**config.mk**
```make
export PLATFORM = sky130hd
export DESIGN_NAME = wdts_timeout
export DESIGN_NICKNAME = d
export VERILOG_FILES = /design/src/wdts_pkg.sv /design/src/wdts_clk_div.sv /design/src/wdts_timeout.sv
export SDC_FILE = /design/constraint.sdc
export NUM_CORES = 1
export LEC_CHECK = 0
export BUFFER_PORTS_ARGS = -buffer_cell sky130_fd_sc_hd__buf_2
export CAP_MARGIN = 20
export CORE_ASPECT_RATIO = 0.8
export CORE_UTILIZATION = 52
export CTS_CLUSTER_DIAMETER = 200
export DETAILED_ROUTE_END_ITERATION = 10
export PLACE_DENSITY = 0.87
export SLEW_MARGIN = 40
export SYNTH_ARGS = -nofsm -noshare
export SYNTH_HDL_FRONTEND = slang
export SYNTH_SLANG_ARGS = --single-unit
```
**constraint.sdc**
```tcl
create_clock -name clk -period 2.53 [get_ports clk]
set_input_delay 0.1265 -clock clk [delete_from_list [all_inputs] [get_ports clk]]
set_output_delay 0.1265 -clock clk [all_outputs]
set_load 0.02 [all_outputs]
```
**src/wdts_pkg.sv**
```systemverilog
// constants, types and helpers for the watchdog time-out select block
// assumes a single system clock domain; the oscillator arrives as a pin level
package wdts_pkg;

    localparam int unsigned CODE_W      = 4;
    localparam int unsigned DIVSEL_W    = 2;
    localparam int unsigned DIVCNT_W    = 3;
    localparam int unsigned BASE_SHIFT  = 11;
    localparam int unsigned CNT_W       = 22;

    localparam logic [CODE_W-1:0]    CODE_LAST   = 4'h9;
    localparam logic [DIVSEL_W-1:0]  DIVSEL_DIV5 = 2'h2;
    localparam logic [DIVSEL_W-1:0]  DIVSEL_DIV7 = 2'h3;
    localparam logic [DIVSEL_W-1:0]  DIVSEL_DIV3 = 2'h1;

    localparam logic [DIVCNT_W-1:0]  DIV_BY_1    = 3'h1;
    localparam logic [DIVCNT_W-1:0]  DIV_BY_3    = 3'h3;
    localparam logic [DIVCNT_W-1:0]  DIV_BY_5    = 3'h5;
    localparam logic [DIVCNT_W-1:0]  DIV_BY_7    = 3'h7;

    localparam logic [DIVCNT_W-1:0]  DIVCNT_RESET = 3'h0;
    localparam logic [CNT_W-1:0]     CNT_RESET    = 22'h000000;
    localparam logic [CNT_W-1:0]     CNT_ONE      = 22'h000001;

    localparam int unsigned OSC_HZ      = 128000;
    localparam int unsigned CLK_HZ      = 25000000;

    typedef enum logic [1:0] {
        WDTS_FIRST  = 2'b01,
        WDTS_SECOND = 2'b10
    } wdts_state_t;

    // oscillator cycles per counting-clock cycle for a divider setting
    function automatic logic [DIVCNT_W-1:0] divisorFor(input logic [DIVSEL_W-1:0] sel);
        logic [DIVCNT_W-1:0] d;
        d = DIV_BY_1;
        case (sel)
            DIVSEL_DIV3: d = DIV_BY_3;
            DIVSEL_DIV5: d = DIV_BY_5;
            DIVSEL_DIV7: d = DIV_BY_7;
            default:     d = DIV_BY_1;
        endcase
        return d;
    endfunction : divisorFor

    // counting-clock cycles in one interval: 2048 doubled per code step
    function automatic logic [CNT_W-1:0] intervalFor(input logic [CODE_W-1:0] code);
        logic [CNT_W-1:0] n;
        n = CNT_ONE << (BASE_SHIFT + 32'(code));
        return n;
    endfunction : intervalFor

    function automatic logic codeIsReserved(input logic [CODE_W-1:0] code);
        return code > CODE_LAST;
    endfunction : codeIsReserved

endpackage : wdts_pkg

```
**src/wdts_clk_div.sv**
```systemverilog
// divides synchronised oscillator edges into counting-clock ticks
// assumes oscEdge is a one-cycle pulse on clk per oscillator rising edge
`timescale 1ns/1ps
module wdts_clk_div (
    input  wire logic                          clk,
    input  wire logic                          nrst,
    input  wire logic                          restart,
    input  wire logic                          oscEdge,
    input  wire logic [wdts_pkg::DIVSEL_W-1:0] divSel,
    output logic                               tick
);
    logic [wdts_pkg::DIVCNT_W-1:0] divCount_reg;
    logic [wdts_pkg::DIVCNT_W-1:0] divLast;

    assign divLast = wdts_pkg::divisorFor(divSel) - wdts_pkg::DIV_BY_1;

    // >= so a setting lowered mid-count cannot run the counter past its end
    always_ff @(posedge clk) begin
        if (!nrst || restart) begin
            divCount_reg <= wdts_pkg::DIVCNT_RESET;
        end else if (oscEdge) begin
            if (divCount_reg >= divLast) begin
                divCount_reg <= wdts_pkg::DIVCNT_RESET;
            end else begin
                divCount_reg <= divCount_reg + wdts_pkg::DIV_BY_1;
            end
        end
    end

    always_ff @(posedge clk) begin
        if (!nrst || restart) begin
            tick <= 1'b0;
        end else begin
            tick <= oscEdge && (divCount_reg >= divLast);
        end
    end

endmodule : wdts_clk_div

```
**src/wdts_timeout.sv**
```systemverilog
// watchdog time-out select: counting clock, early warning and final time-out
// assumes wdOsc128k is an asynchronous pin level far slower than clk;
// timeoutCode, divSel and wdClear come from logic on clk
`timescale 1ns/1ps
module wdts_timeout (
    input  wire logic                          clk,
    input  wire logic                          nrst,
    input  wire logic                          wdOsc128k,
    input  wire logic [wdts_pkg::DIVSEL_W-1:0] divSel,
    input  wire logic [wdts_pkg::CODE_W-1:0]   timeoutCode,
    input  wire logic                          wdClear,
    output logic                               wdCountTick,
    output logic                               earlyWarn,
    output logic                               finalTimeout,
    output logic                               secondHalf,
    output logic                               codeReserved,
    output logic [wdts_pkg::CNT_W-1:0]         cycleCount
);
    logic                        oscMeta_reg;
    logic                        oscSync_reg;
    logic                        oscLast_reg;
    logic                        oscEdge;
    logic                        tick;
    logic [wdts_pkg::CNT_W-1:0]  count_reg;
    logic [wdts_pkg::CNT_W-1:0]  intervalLast;
    logic                        expire;
    logic                        reserved;
    wdts_pkg::wdts_state_t       state_reg;
    wdts_pkg::wdts_state_t       state_next;

    // two-flop synchroniser; only the second stage feeds the edge detector
    // reset high so a pin already high at release is not taken as a rising edge
    always_ff @(posedge clk) begin
        if (!nrst) begin
            oscMeta_reg <= 1'b1;
            oscSync_reg <= 1'b1;
            oscLast_reg <= 1'b1;
        end else begin
            oscMeta_reg <= wdOsc128k;
            oscSync_reg <= oscMeta_reg;
            oscLast_reg <= oscSync_reg;
        end
    end

    assign oscEdge = oscSync_reg && !oscLast_reg;

    wdts_clk_div u_div (
        .clk     (clk),
        .nrst    (nrst),
        .restart (wdClear),
        .oscEdge (oscEdge),
        .divSel  (divSel),
        .tick    (tick)
    );

    // reserved codes stall counting rather than guess a length
    assign reserved     = wdts_pkg::codeIsReserved(timeoutCode);
    assign intervalLast = wdts_pkg::intervalFor(timeoutCode) - wdts_pkg::CNT_ONE;
    assign expire       = tick && !reserved && (count_reg >= intervalLast);

    always_ff @(posedge clk) begin
        if (!nrst || wdClear) begin
            count_reg <= wdts_pkg::CNT_RESET;
        end else if (expire) begin
            count_reg <= wdts_pkg::CNT_RESET;
        end else if (tick && !reserved) begin
            count_reg <= count_reg + wdts_pkg::CNT_ONE;
        end
    end

    always_comb begin
        state_next = state_reg;
        case (state_reg)
            wdts_pkg::WDTS_FIRST: begin
                if (expire) begin
                    state_next = wdts_pkg::WDTS_SECOND;
                end
            end
            wdts_pkg::WDTS_SECOND: begin
                if (expire) begin
                    state_next = wdts_pkg::WDTS_FIRST;
                end
            end
            default: state_next = wdts_pkg::WDTS_FIRST;
        endcase
    end

    always_ff @(posedge clk) begin
        if (!nrst || wdClear) begin
            state_reg <= wdts_pkg::WDTS_FIRST;
        end else begin
            state_reg <= state_next;
        end
    end

    // pulses are registered so they line up with the count they report
    always_ff @(posedge clk) begin
        if (!nrst || wdClear) begin
            earlyWarn    <= 1'b0;
            finalTimeout <= 1'b0;
        end else begin
            earlyWarn    <= expire && (state_reg == wdts_pkg::WDTS_FIRST);
            finalTimeout <= expire && (state_reg == wdts_pkg::WDTS_SECOND);
        end
    end

    always_ff @(posedge clk) begin
        if (!nrst) begin
            wdCountTick  <= 1'b0;
            secondHalf   <= 1'b0;
            codeReserved <= 1'b0;
            cycleCount   <= wdts_pkg::CNT_RESET;
        end else begin
            wdCountTick  <= tick;
            secondHalf   <= (state_next == wdts_pkg::WDTS_SECOND) && !wdClear;
            codeReserved <= reserved;
            cycleCount   <= count_reg;
        end
    end

endmodule : wdts_timeout

```
==> run_results.csv <==
group,metric,value,unit
status,run_status,"finished with violations",
status,violations,"design-rule violations",
yosys,synthCells,321,
critical_path,r2r_cells,7,
cts,cts_setup_buffers,0,
critical_path,worstPathRequired,2730,ps
worst_hold_path,hold_path_end,"oscLast_reg",
critical_path,r2r_end,"count_reg[12]",
placement,place_congestion,0.9006,
final_layout,finish.utilization,67.14,%
power_and_ir_drop,peakVddDrop,0.2990,mV
final_layout,area_growth,20.49,%
drt,ant_nets,0,
yosys,synthArstFlopShare,0,%
timing,worst_slack,109.5,ps
cts,clkLatencyLatePin,340,ps
placement,port_buffers,36,
grt,grt_pass1_wl,10.66,mm
yosys,yosys.cell_types.count,44,
timing,slew_viol_final,0,
final_layout,final_nets,420,
placement,dp_hpwl,4.498,mm
critical_path,r2r-start,"count_reg[19]",
yosys,syn_avg_cell_area,8.942,um^2
critical_path,reg2reg_slack,110,ps
yosys,synth_seq_cells,58,
timing,holdWs,160.1,ps
floorplan,die_x,85.07,um
placement,pre_cts_ws,-103.0,ps
drt,drt-total-wl,6.176,mm
drt,via_per_inst,5.480,
timing,post-route-period-util,95.67,%
timing,grt_setup_unrepaired,"no",
critical_path,crit_type,"reg2reg",
critical_path,crit_fanout,10,
timing,setup_tns,0,ps
yosys,synth_top_area_share,40.45,%
drt,firstDrtPassIters,9,
critical_path,endpoint_kind,"register",
critical_path,worstPathArrival,2620,ps
yosys,synth_common_cells,"58 x dfxtp_1, 29 x ha_1, 29 x nor3_1, 24 x nor2_1, 21 x and2_1",
cts,cts-resized-gates,0,
critical_path,cp-start-kind,"register",
floorplan,io_pins,37,
final_layout,final_area,3458,um^2
timing,skew,7.219,ps
worst_hold_path,whs_path_depth,2,
grt,globalRoute.totalOverflow,0,
yosys,yosys.cell_count.top_type,"dfxtp_1",
timing,setup-violations-final,0,
cts,cts_buffers,9,
floorplan,rows,23,
worst_hold_path,hold_class,"in2reg",
yosys,yosysWarnings,0,
floorplan,fp.dieH,68.45,um
yosys,synthesis.area,2870,um^2
floorplan,die_area,5823,um^2
final_layout,drive_gt1_share,19.95,%
timing,max_slew_margin,63.97,%
drt,wl_per_cell,13.79,um
grt,grt_pass1_vias,2337,
yosys,ys_seq_area_share,40.45,%
yosys,synthTopCellsByArea,"dfxtp_1 40%, ha_1 13%, nor3_1 5.1%, and2_1 4.6%, xnor2_1 4.0%",
yosys,synth_edf_count,0,
grt,gr-usage-all-layers,24.01,%
drt,drc,1,
timing,hold_viol_final,0,
cts,hold_buffers,1,
cts,cts-root-buf,"clkbuf_8",
power_and_ir_drop,leakagePower,1.563,nW
cts,clock-sinks,58,
cts,clockBufferDepth,2,
final_layout,antenna_cells,0,
cts,htreeDepth,3,
timing,fmax,413.1,MHz
drt,drtIter0Drc,121,
cts,cts_tree,"done",
worst_hold_path,hp-start,"nrst",
drt,routed-via-count,2455,
grt,grt_antenna_before_repair,0,
yosys,synth_ff_type,"dfxtp_1",
floorplan,start_util,55.72,%
timing,tightest_slew,540.5,ps
placement,dpl-instance-area,3244,um^2
power_and_ir_drop,powerDensity,545.6,nW/um^2
cts,path_clk_slew,70,ps
yosys,yosysTopAreaCell,"dfxtp_1",
grt,grt_max_degree,25,
timing,finalCriticalPeriod,2420,ps
floorplan,core,5151,um^2
flow_run,cap_violations,0,
==> worst max-delay path: stages, from the launching register on <==
cell,delay (ps)
dfxtp_1,350
ha_1,320
nand4_1,140
or4_4,560
or3_4,420
a21oi_4,210
buf_4,210
nor3_1,70
==> where the power goes <==
part	internal, mW	switching, mW
sequential	0.916	0.000844
clock	0.502	0.361
combinational	0.0439	0.0628
total	1.46	0.424
==> area by class of cell <==
type / count / area, um^2
Clock inverter: 5 / 52.55
Multi-Input combinational cell: 242 / 1618
Sequential cell: 58 / 1161
Clock buffer: 11 / 151.4
Inverter: 14 / 52.55
Tap cell: 62 / 77.57
Timing Repair Buffer: 56 / 345.3
Fill cell: 419 / 1693
==> per-stage QoR <==
| stage | total power, mW | std cells |
|---|---|---|
| after floorplan | 1.004 | 326 |
| after global placement | 1.035 | 431 |
| after detailed placement | 1.039 | 431 |
| after CTS | 1.906 | 448 |
| after global routing | 1.963 | 448 |
| final | 1.887 | 448 |
==> metal layers <==
layer  GRT usage (%)  vias up  share of wire (%)
li1                -     1233                  -
met1           29.39     1140                 46
met2           41.03       78                 46
met3           7.117        4                6.8
met4           8.051        0               0.66
met5               0        -                  0
==> placed cells by master (no fill, tap or decap), types with 2 or more instances in the layout <==
cell	instances
dfxtp_1	58
buf_2	36
nor3_1	29
ha_1	29
nor2_1	24
and2_1	21
nand2_1	18
buf_4	18
inv_1	14
a21oi_1	13
xnor2_1	13
nand3_1	12
clkbuf_8	11
nand4_1	9
and3_1	9
nand2b_1	8
xor2_1	8
o21ai_0	7
conb_1	7
a31oi_1	3
mux2i_1	3
clkinv_2	3
nor2b_1	2
o21a_1	2
a21o_1	2
nor3b_1	2
a211oi_1	2
o2111ai_1	2
nand3b_1	2
==> how the worst max path moves through the flow <==
stage                   start       endpoint  cells after the start
2_1_floorplan  timeoutCode[1]     secondHalf                     11
3_3_place_gp   timeoutCode[2]  count_reg[12]                     11
3_5_place_dp   timeoutCode[2]   count_reg[9]                     11
4_1_cts         count_reg[21]  count_reg[12]                      7
5_1_grt         count_reg[19]   count_reg[8]                      7
6_report        count_reg[19]  count_reg[12]                      7
==> kinds of logic after synthesis <==
kind of cell / share of synthesized area [%]
xor+xnor: 6.408
fa+ha+maj: 12.64
other cells: 0.2616
flops: 40.45
buf+inv: 3.836
mux: 1.046
compound gates: 8.457
simple gates: 26.90
Note: power is estimated with default switching activity, not from simulation.
